[src/ost_pkg.sv]
// package for the oscillator select and tune block
package ost_pkg;
    // register byte offsets (register base plus alias)
    localparam logic [11:0] OFS_CONTROL = 12'h000;
    localparam logic [11:0] OFS_TUNING = 12'h010;
    localparam logic [11:0] OFS_STATUS_EXT = 12'h020;
    localparam logic [3:0] ALIAS_WRITE = 4'h0;
    localparam logic [3:0] ALIAS_CLEAR = 4'h4;
    localparam logic [3:0] ALIAS_SET = 4'h8;
    localparam logic [3:0] ALIAS_INVERT = 4'hc;

    // control register field positions
    localparam int POS_OUT_DIV = 27;
    localparam int POS_RC_DIV = 24;
    localparam int POS_SOSC_RDY = 22;
    localparam int POS_DIV_RDY = 21;
    localparam int POS_PB_DIV = 19;
    localparam int POS_PLL_MUL = 16;
    localparam int POS_CUR_SRC = 12;
    localparam int POS_NEW_SRC = 8;
    localparam int POS_LOCK = 7;
    localparam int POS_USB_LOCKED = 6;
    localparam int POS_SYS_LOCKED = 5;
    localparam int POS_SLEEP = 4;
    localparam int POS_FAIL = 3;
    localparam int POS_USB_RC = 2;
    localparam int POS_SOSC_EN = 1;
    localparam int POS_SWITCH = 0;
    localparam int TUNE_W = 6;

    // writable bits of the control register
    localparam logic [31:0] CONTROL_WMASK = 32'h3f1f079f;
    localparam logic [31:0] TUNING_WMASK = 32'h0000003f;

    // reset values not taken from configuration, except the periph divisor, which the straps replace
    localparam logic [2:0] RST_RC_DIV = 3'h1;
    localparam logic [1:0] RST_PB_DIV = 2'h3;
    localparam logic [5:0] RST_TUNE = 6'h00;
    // cycles the device takes to settle a source change
    localparam int SWITCH_NS = 100;
    localparam int CLK_NS = 10;
    localparam logic [3:0] SWITCH_CYC = 4'((SWITCH_NS + CLK_NS - 1) / CLK_NS);

    typedef enum logic [2:0] {
        SRC_FRC = 3'h0,
        SRC_FRC_PLL = 3'h1,
        SRC_PRI = 3'h2,
        SRC_PRI_PLL = 3'h3,
        SRC_SEC = 3'h4,
        SRC_LOW_POWER_RC_OSC = 3'h5,
        SRC_FRC_16 = 3'h6,
        SRC_FRC_DIV = 3'h7
    } ost_src_t;

    // configuration straps sampled after reset
    typedef struct packed {
        logic [2:0] bootSource;
        logic [1:0] switchMonitor;
        logic [2:0] outDiv;
        logic [1:0] periph_clock_divisor;
        logic [2:0] pllMul;
        logic soscEnable;
    } ost_cfg_t;

    // settings driven to the clock tree
    typedef struct packed {
        logic [8:0] pllOutDivide;
        logic [8:0] rcDivide;
        logic [3:0] periphDivide;
        logic [4:0] pllMultiply;
        ost_src_t source;
        logic usbRcSelect;
        logic soscEnable;
        logic [5:0] rcTune;
    } ost_clk_t;

    // analog status reported by the oscillators
    typedef struct packed {
        logic soscStable;
        logic usbPllLock;
        logic sysPllLock;
        logic clockFail;
        logic divisorBusy;
        logic sourceReady;
    } ost_stat_t;
endpackage : ost_pkg
[src/ost_oscillator_select_and_tune.sv]
// oscillator select and tune register block with apb slave
// Notes on behaviour
// - out divider codes 0..7 divide pll output by 1,2,4,8,16,32,64,256.
// - rc divider codes divide fast rc likewise; reset code 001.
// - secondary ready flag high only while that oscillator runs stable.
// - divisor-ready flag says whether the periph divisor may be written.
// - periph divisor codes divide system clock by 1,2,4,8; reset 11.
// - pll multiplier codes give 15,16,17,18,19,20,21,24.
// - current-source field reports the running oscillator encoding.
// - new-source field same encoding, loaded from boot config at reset.
// - with monitor config 1x, lock bit freezes clock and pll selections.
// - with monitor config 0x, selections never lock.
// - usb pll locked flag follows lock or start timer expiry.
// - system pll locked flag follows lock or start timer expiry.
// - sleep-on-wait bit picks sleep, else idle, for wait instruction.
// - clock-fail flag reads one once a failure is detected.
// - usb rc select bit routes fast rc as usb clock.
// - secondary enable bit switches that oscillator on or off.
// - software sets switch request; device clears it when done.
// - six-bit tune value is a signed offset around centre frequency.
// - unimplemented bits read zero and ignore writes.
// - clear, set and invert aliases at plus 0x4, 0x8, 0xc.
//
// Implementation choices: the address map and register access over APB.
`timescale 1ns/1ps
module ost_oscillator_select_and_tune (
    input wire logic core_clk,
    input wire logic rst,
    input wire logic clkEn,
    input wire logic psel,
    input wire logic penable,
    input wire logic pwrite,
    input wire logic [11:0] paddr,
    input wire logic [31:0] pwdata,
    output logic [31:0] prdata,
    output logic pready,
    output logic pslverr,
    input wire ost_pkg::ost_cfg_t cfgIn,
    input wire ost_pkg::ost_stat_t statIn,
    input wire logic waitExec,
    output ost_pkg::ost_clk_t clkOut,
    output logic enterSleep,
    output logic enterIdle
);
    import ost_pkg::*;

    typedef enum logic [1:0] {
        SW_IDLE,
        SW_WAIT,
        SW_SETTLE
    } ost_sw_t;

    // divider and multiplier decode, used for both dividers
    function automatic logic [8:0] divFactor(input logic [2:0] code);
        logic [8:0] f;
        f = 9'h001;
        if (code == 3'h7) begin
            f = 9'h100;
        end else begin
            f = 9'(9'h001 << code);
        end
        return f;
    endfunction : divFactor

    function automatic logic [4:0] mulFactor(input logic [2:0] code);
        logic [4:0] m;
        m = 5'(5'h0f + 5'(code));
        if (code == 3'h7) begin
            m = 5'h18;
        end
        return m;
    endfunction : mulFactor

    // register select decode; an alias shares the base of its register
    function automatic logic hitsReg(input logic [11:0] a,
                                     input logic [11:0] ofs);
        logic h;
        h = ({a[11:4], 4'h0} == ofs);
        return h;
    endfunction : hitsReg

    // decoded image of the register reset values, before straps load
    localparam ost_clk_t CLK_RST = '{
        pllOutDivide: divFactor('0),
        rcDivide: divFactor(RST_RC_DIV),
        periphDivide: 4'(4'h1 << RST_PB_DIV),
        pllMultiply: mulFactor('0),
        source: SRC_FRC,
        usbRcSelect: 1'b0,
        soscEnable: 1'b0,
        rcTune: RST_TUNE
    };

    // three-stage synchronisers for the analog status inputs
    localparam int STAT_W = $bits(ost_stat_t);
    logic [STAT_W-1:0] syncA_q, syncB_q, syncC_q, stat_q;
    logic [STAT_W-1:0] stat_d;
    genvar gi;
    generate
        for (gi = 0; gi < STAT_W; gi++) begin : gStat
            // a change counts once the second and third stages agree
            always_comb begin
                stat_d[gi] = stat_q[gi];
                if (syncB_q[gi] == syncC_q[gi]) begin
                    stat_d[gi] = syncC_q[gi];
                end
            end
        end
    endgenerate

    always_ff @(posedge core_clk or posedge rst) begin
        if (rst) begin
            syncA_q <= '0;
            syncB_q <= '0;
            syncC_q <= '0;
            stat_q <= '0;
        end else if (clkEn) begin
            syncA_q <= statIn;
            syncB_q <= syncA_q;
            syncC_q <= syncB_q;
            stat_q <= stat_d;
        end
    end
    ost_stat_t st;
    assign st = ost_stat_t'(stat_q);

    // configuration straps captured on the first enabled edge after reset
    logic loaded_q, loaded_d;
    ost_cfg_t cfg_q, cfg_d;
    // straps are held once taken, so a strap pin that moves later is ignored
    always_comb begin
        loaded_d = 1'b1;
        cfg_d = loaded_q ? cfg_q : cfgIn;
    end
    // strap capture register
    always_ff @(posedge core_clk or posedge rst) begin
        if (rst) begin
            loaded_q <= 1'b0;
            cfg_q <= '0;
        end else if (clkEn) begin
            loaded_q <= loaded_d;
            cfg_q <= cfg_d;
        end
    end

    // register state
    logic [2:0] outDiv_q, outDiv_d, rcDiv_q, rcDiv_d, pllMul_q, pllMul_d;
    logic [1:0] periph_clock_divisor_q, periph_clock_divisor_d;
    ost_src_t curSrc_q, curSrc_d;
    logic [2:0] newSrc_q, newSrc_d;
    logic lock_q, lock_d, sleep_q, sleep_d, usbRc_q, usbRc_d;
    logic secondary_osc_enable_q, secondary_osc_enable_d, swReq_q, swReq_d, fail_q, fail_d;
    logic [TUNE_W-1:0] tune_q, tune_d;
    ost_sw_t sw_q, sw_d;
    logic [3:0] settle_q, settle_d;

    // apb decode; one wait-free access phase
    logic wrEn, frozen, divReady;
    logic hitCtl, hitTun;
    logic [3:0] aliasSel;
    logic [31:0] ctlRead, ctlNew, tunNew;

    assign pready = 1'b1;
    assign hitCtl = hitsReg(paddr, OFS_CONTROL);
    assign hitTun = hitsReg(paddr, OFS_TUNING);
    assign aliasSel = paddr[3:0];
    assign wrEn = psel && penable && pwrite && clkEn;
    assign pslverr = psel && penable && !(hitCtl || hitTun);

    // selections freeze only under config 1x with the lock set
    assign frozen = cfg_q.switchMonitor[1] && lock_q;
    assign divReady = !st.divisorBusy && !frozen;

    // assembled control word; unused bits stay zero
    always_comb begin
        ctlRead = '0;
        ctlRead[POS_OUT_DIV +: 3] = outDiv_q;
        ctlRead[POS_RC_DIV +: 3] = rcDiv_q;
        ctlRead[POS_SOSC_RDY] = st.soscStable && secondary_osc_enable_q;
        ctlRead[POS_DIV_RDY] = divReady;
        ctlRead[POS_PB_DIV +: 2] = periph_clock_divisor_q;
        ctlRead[POS_PLL_MUL +: 3] = pllMul_q;
        ctlRead[POS_CUR_SRC +: 3] = curSrc_q;
        ctlRead[POS_NEW_SRC +: 3] = newSrc_q;
        ctlRead[POS_LOCK] = lock_q;
        ctlRead[POS_USB_LOCKED] = st.usbPllLock;
        ctlRead[POS_SYS_LOCKED] = st.sysPllLock;
        ctlRead[POS_SLEEP] = sleep_q;
        ctlRead[POS_FAIL] = fail_q;
        ctlRead[POS_USB_RC] = usbRc_q;
        ctlRead[POS_SOSC_EN] = secondary_osc_enable_q;
        ctlRead[POS_SWITCH] = swReq_q;
    end

    // alias arithmetic shared by both registers
    function automatic logic [31:0] applyAlias(input logic [31:0] cur,
                                               input logic [31:0] wd,
                                               input logic [3:0] al);
        logic [31:0] r;
        r = wd;
        unique case (al)
            ALIAS_CLEAR: r = cur & ~wd;
            ALIAS_SET: r = cur | wd;
            ALIAS_INVERT: r = cur ^ wd;
            default: r = wd;
        endcase
        return r;
    endfunction : applyAlias

    assign ctlNew = applyAlias(ctlRead, pwdata, aliasSel);
    assign tunNew = applyAlias({26'h0, tune_q}, pwdata, aliasSel);

    // read data is decoded in the setup phase and registered for the access phase
    logic [31:0] rd_q, rd_d;
    always_comb begin
        rd_d = rd_q;
        if (psel && !penable && !pwrite) begin
            rd_d = '0;
            if (hitCtl) begin
                rd_d = ctlRead;
            end else if (hitTun) begin
                rd_d = 32'(tune_q);
            end
        end
    end
    assign prdata = rd_q;

    // read data register; frozen with the rest while the enable is low
    always_ff @(posedge core_clk or posedge rst) begin
        if (rst) begin
            rd_q <= '0;
        end else if (clkEn) begin
            rd_q <= rd_d;
        end
    end

    // next-state for registers and switch sequencer
    always_comb begin
        outDiv_d = outDiv_q;
        rcDiv_d = rcDiv_q;
        pllMul_d = pllMul_q;
        periph_clock_divisor_d = periph_clock_divisor_q;
        curSrc_d = curSrc_q;
        newSrc_d = newSrc_q;
        lock_d = lock_q;
        sleep_d = sleep_q;
        usbRc_d = usbRc_q;
        secondary_osc_enable_d = secondary_osc_enable_q;
        swReq_d = swReq_q;
        fail_d = fail_q || st.clockFail;
        tune_d = tune_q;
        sw_d = sw_q;
        settle_d = settle_q;
        if (!loaded_q) begin
            // boot values from configuration straps
            outDiv_d = cfgIn.outDiv;
            periph_clock_divisor_d = cfgIn.periph_clock_divisor;
            pllMul_d = cfgIn.pllMul;
            newSrc_d = cfgIn.bootSource;
            curSrc_d = ost_src_t'(cfgIn.bootSource);
            secondary_osc_enable_d = cfgIn.soscEnable;
        end else if (wrEn && hitCtl) begin
            if (!frozen) begin
                outDiv_d = ctlNew[POS_OUT_DIV +: 3];
                pllMul_d = ctlNew[POS_PLL_MUL +: 3];
                newSrc_d = ctlNew[POS_NEW_SRC +: 3];
            end
            if (divReady) begin
                periph_clock_divisor_d = ctlNew[POS_PB_DIV +: 2];
            end
            rcDiv_d = ctlNew[POS_RC_DIV +: 3];
            lock_d = ctlNew[POS_LOCK];
            sleep_d = ctlNew[POS_SLEEP];
            usbRc_d = ctlNew[POS_USB_RC];
            secondary_osc_enable_d = ctlNew[POS_SOSC_EN];
            // software may start a switch but not cancel one in flight
            if (ctlNew[POS_SWITCH] && !frozen) begin
                swReq_d = 1'b1;
            end
            // failure flag clears only by writing zero and no new event
            fail_d = (ctlNew[POS_FAIL] && fail_q) || st.clockFail;
        end else if (wrEn && hitTun) begin
            tune_d = tunNew[TUNE_W-1:0];
        end
        // switch sequencer
        unique case (sw_q)
            SW_IDLE: begin
                if (swReq_q) begin
                    sw_d = SW_WAIT;
                end
            end
            SW_WAIT: begin
                if (st.sourceReady) begin
                    sw_d = SW_SETTLE;
                    settle_d = SWITCH_CYC;
                end
            end
            SW_SETTLE: begin
                if (settle_q > 4'h1) begin
                    settle_d = settle_q - 4'h1;
                end else begin
                    curSrc_d = ost_src_t'(newSrc_q);
                    swReq_d = 1'b0;
                    sw_d = SW_IDLE;
                end
            end
            // the spare state code falls back to idle
            default: begin
                sw_d = SW_IDLE;
            end
        endcase
    end

    always_ff @(posedge core_clk or posedge rst) begin
        if (rst) begin
            outDiv_q <= '0;
            rcDiv_q <= RST_RC_DIV;
            pllMul_q <= '0;
            periph_clock_divisor_q <= RST_PB_DIV;
            curSrc_q <= SRC_FRC;
            newSrc_q <= '0;
            lock_q <= 1'b0;
            sleep_q <= 1'b0;
            usbRc_q <= 1'b0;
            secondary_osc_enable_q <= 1'b0;
            swReq_q <= 1'b0;
            fail_q <= 1'b0;
            tune_q <= RST_TUNE;
            sw_q <= SW_IDLE;
            settle_q <= '0;
        end else if (clkEn) begin
            outDiv_q <= outDiv_d;
            rcDiv_q <= rcDiv_d;
            pllMul_q <= pllMul_d;
            periph_clock_divisor_q <= periph_clock_divisor_d;
            curSrc_q <= curSrc_d;
            newSrc_q <= newSrc_d;
            lock_q <= lock_d;
            sleep_q <= sleep_d;
            usbRc_q <= usbRc_d;
            secondary_osc_enable_q <= secondary_osc_enable_d;
            swReq_q <= swReq_d;
            fail_q <= fail_d;
            tune_q <= tune_d;
            sw_q <= sw_d;
            settle_q <= settle_d;
        end
    end

    // decoded settings toward the clock tree, taken from the next values
    // so the registered copy moves on the same edge as the fields
    ost_clk_t clk_q, clk_d;
    always_comb begin
        clk_d.pllOutDivide = divFactor(outDiv_d);
        clk_d.rcDivide = divFactor(rcDiv_d);
        clk_d.periphDivide = 4'(4'h1 << periph_clock_divisor_d);
        clk_d.pllMultiply = mulFactor(pllMul_d);
        clk_d.source = curSrc_d;
        clk_d.usbRcSelect = usbRc_d;
        clk_d.soscEnable = secondary_osc_enable_d;
        clk_d.rcTune = tune_d;
    end

    // registered so the clock tree never sees decode glitches
    always_ff @(posedge core_clk or posedge rst) begin
        if (rst) begin
            clk_q <= CLK_RST;
        end else if (clkEn) begin
            clk_q <= clk_d;
        end
    end
    assign clkOut = clk_q;

    // wait instruction goes to sleep or idle
    assign enterSleep = waitExec && sleep_q;
    assign enterIdle = waitExec && !sleep_q;
endmodule : ost_oscillator_select_and_tune

[config.mk]
export PLATFORM = sky130hd
export DESIGN_NAME = ost_oscillator_select_and_tune
export DESIGN_NICKNAME = d
export VERILOG_FILES = /design/src/ost_pkg.sv /design/src/ost_oscillator_select_and_tune.sv
export SDC_FILE = /design/constraint.sdc
export NUM_CORES = 1
export LEC_CHECK = 0
export ABC_AREA = 1
export BUFFER_PORTS_ARGS = -buffer_cell sky130_fd_sc_hd__buf_2
export CORE_MARGIN = 2
export CORE_UTILIZATION = 30
export CTS_CLUSTER_DIAMETER = 30
export DETAILED_ROUTE_END_ITERATION = 7
export PLACE_DENSITY_LB_ADDON = 0.12
export SLEW_MARGIN = 10
export SYNTH_ARGS = -nofsm -noshare
export SYNTH_HDL_FRONTEND = slang
export SYNTH_SLANG_ARGS = --single-unit
[constraint.sdc]
create_clock -name core_clk -period 7.7 [get_ports core_clk]
set_input_delay 1.155 -clock core_clk [delete_from_list [all_inputs] [get_ports core_clk]]
set_output_delay 1.155 -clock core_clk [all_outputs]
set_load 0.01 [all_outputs]
==> summary.md <==
| Metric | Value |
|---|---|
| Startpoint types | `primary input` |
| Number of port buffers | `124` |
| CTS buffer count | `17` |
| Setup TNS | `0 ps` |
| Synth top cells by count | `nand2_1, dfrtp_1, inv_1, nor2_1, ha_1` |
| Clock sinks | `113` |
| Min Tclk post-route | `3310 ps` |
| Worst-path clk slew | `60 ps` |
| CTS tree | `built` |
| Area Growth Syn to Fin | `21.1%` |
| Post-synthesis mux area share | `0%` |
| Tot GR Track Use | `16.8%` |
| First-pass GRT wire length | `30700 um` |
| Hold bufs inserted after CTS | `0` |
| Clk Latency, worst-skew pair | `420 ps` |
| RSZ-0062 raised after global routing | `false` |
| Largest family of logic cells by synthesized area | `simple AND/OR/NAND/NOR gates` |
| Worst-case clock buffer depth | `2` |
| Die Y-Extent | `152 um` |
| Detailed Routing Iterations Pass 1 | `5` |
| Synth Cell Area | `6570 um2` |
| Post_cts resized | `0` |
| Initial Util | `30.3%` |
| Post CTS Setup Buffer Count | `0` |
| Power Dens Cells | `210 nW/um2` |
| Drt drc | `0` |
| Detail Placement HPWL | `12700 um` |
| Core ar. | `21700 um2` |
| Top cells by area, synth | `dfrtp_1, nand2_1, ha_1` |
| Met3 WL | `802 um` |
| Synth area leader | `dfrtp_1` |
| Die X | `152 um` |
| Vias after detailed routing | `5646` |
| Post-DR vias/cell | `4.62` |
| Status | `finished, final reports clean` |
| VDD IR-drop max | `138 uV` |
| Initial antenna violation count | `1` |
| Synth Area in XOR/XNOR | `0%` |
| Post-synthesis compound-gate area fraction | `13.7%` |
| Share of layout cells above drive strength 1 | `20.8%` |
| # rows | `54` |
| Simple-gate share of the synthesized area | `22.7%` |
| N_diodes | `0` |
| Wire length per cell | `15.4 um` |
| # nets final | `1057` |
| Arrival time worst endpoint | `2150 ps` |
| Final Hold Viols | `0` |
| Async set-or-reset flop fraction in the synthesized netlist | `100%` |
| Peak Freq | `302 MHz` |
| Most common cell in the netlist | `nand2_1` |
| Top FF cell, synth | `dfrtp_1` |
| GR Overflow Total | `0` |
| Crit Path Max Fanout | `15` |
| Met2 WL | `8280 um` |
| H-tree Lvls | `4` |
| Root buffer cell | `clkbuf_16` |
| Synthesized area per cell | `8.04 um2` |
| Crit path kind | `primary input to output pin` |
| Utilization after layout | `36.7%` |
| Yosys warnings | `0` |
| Vias in the first global route | `5638` |
| Sequential cell area fraction in the yosys report | `43.2%` |
| Largest net degree at the start of global routing | `70` |
| Post-synth top area share | `39.2%` |
| Fillers | `2317` |
| Req. time, crit path | `6550 ps` |
| Routability congestion estimate | `0.772` |
| Gate Count Post-Synth | `817` |
| Final Setup Violations | `0` |
| Library cells used by synthesis | `44` |
| Setup crit end kind | `output pin` |
| Initial drt markers | `363` |
| Hold Crit Class | `flop to flop` |
| Total of max-cap violations | `0` |
| Setup Skew | `10.3 ps` |
| Die area | `23100 um2` |
| Top-Level Pins | `145` |
| Yosys reg bits | `113` |
| LEAKAGE | `4.12 nW` |
| Met1 wire length | `9580 um` |
| Top sig layer | `met5` |
| Post-synth EDFFs | `0` |
| Worst Tran Pin Value | `1090 ps` |
| Crit share post-route | `43.0%` |
| Slew headroom | `27.2%` |
| Routed Antenna Nets | `0` |
| Max-slew violations | `0` |
| Adder-cell share of the synthesized area | `10.9%` |
| Post-Route WL | `18800 um` |
[final timing paths]
path	from	end	slack [ps]	depth (start not counted)
setup / recovery	paddr[7]	pslverr	4390	6
hold / removal	clkOut[11]	clkOut[11]	460	2
setup reg to reg	loaded_q	clkOut[13]	5510	12
hold reg to reg	clkOut[11]	clkOut[11]	460	2
max in group asynchronous	rst	prdata[17]	5990	3
min in group asynchronous	rst	prdata[1]	740	2
[state kept, by name, indices dropped and copies added (netlist names)]
signal and count:
cfg_q 1, clkOut 36, fail_q 1, loaded_q 1, lock_q 1, newSrc_q 3
outDiv_q 3, periph_clock_divisor_q 2, pllMul_q 3, prdata 27, rcDiv_q 3, settle_q 4
sleep_q 1, st 6, swReq_q 1, sw_q 2, syncA_q 6, syncB_q 6
syncC_q 6
[logic make-up after synthesis]
group | after synthesis
DFF | 113
other | 2
adders and majority gates | 57
and+or+nand+nor | 354
AOI/OAI and AO/OA | 147
buffers and inverters | 144
[metal layers]
metal / up-vias / GRT usage (%)
li1: 2864 / -
met1: 2645 / 23.3
met2: 123 / 26.1
met3: 12 / 4.28
met4: 2 / 4.14
met5: - / 0
[worst max-delay path, cell delays in order]
cell and delay, ps:
buf_2 100, nor2_1 120, nand2_1 110, nor2_4 390, nor3_1 120, buf_2 160
[per-stage QoR]
step	cell area (um2)	setup slack, ps	instances	total power, W	hold WS (ps)
global route	7960	4280	1222	0.00176	482
CTS	7960	4380	1222	0.00169	472
floorplan	6590	3570	823	0.000824	442
global placement	7380	4160	1190	0.000897	456
finish	7960	4390	1222	0.00167	465
detailed placement	7380	4180	1190	0.000900	455
[placed cells by master (no fill, tap or decap), types with 3 or more instances in the layout]
cell type   count
nand3b_1        4
conb_1          8
clkinvlp_4      3
o211ai_1       11
or2_1           3
buf_4           6
a221oi_1        9
dfrtp_1       103
buf_2         124
o31ai_1        19
a21oi_1        26
dfstp_2        10
ha_1           57
a22oi_1         3
o21ai_0        55
o21ai_1         9
nor2_4          5
clkbuf_16      17
nor2_1         67
clkbuf_1        3
nand2_1       223
nand3_2         3
inv_1          91
nand3_1        27
inv_2           7
clkinv_2        4
nand4_1        10
nor2_2          3
[cell type report]
cell class | count | area [um2] | share of cell area, %
sequential | 113 | 2840 | 35.7
clock inverter | 10 | 111 | 1.40
tap | 280 | 350 | 4.40
multi-input combinational | 566 | 3140 | 39.5
clock buffer | 22 | 464 | 5.84
inverter | 101 | 382 | 4.80
timing repair buffer | 130 | 666 | 8.37
[power by group]
part           internal [W]  switching, W  leakage, nW  total, W
sequential         0.000646     0.0000297         1.38  0.000675
clock              0.000491      0.000290        0.276  0.000781
combinational     0.0000757      0.000136         2.46  0.000212
Power figures use the tool's default switching activity.
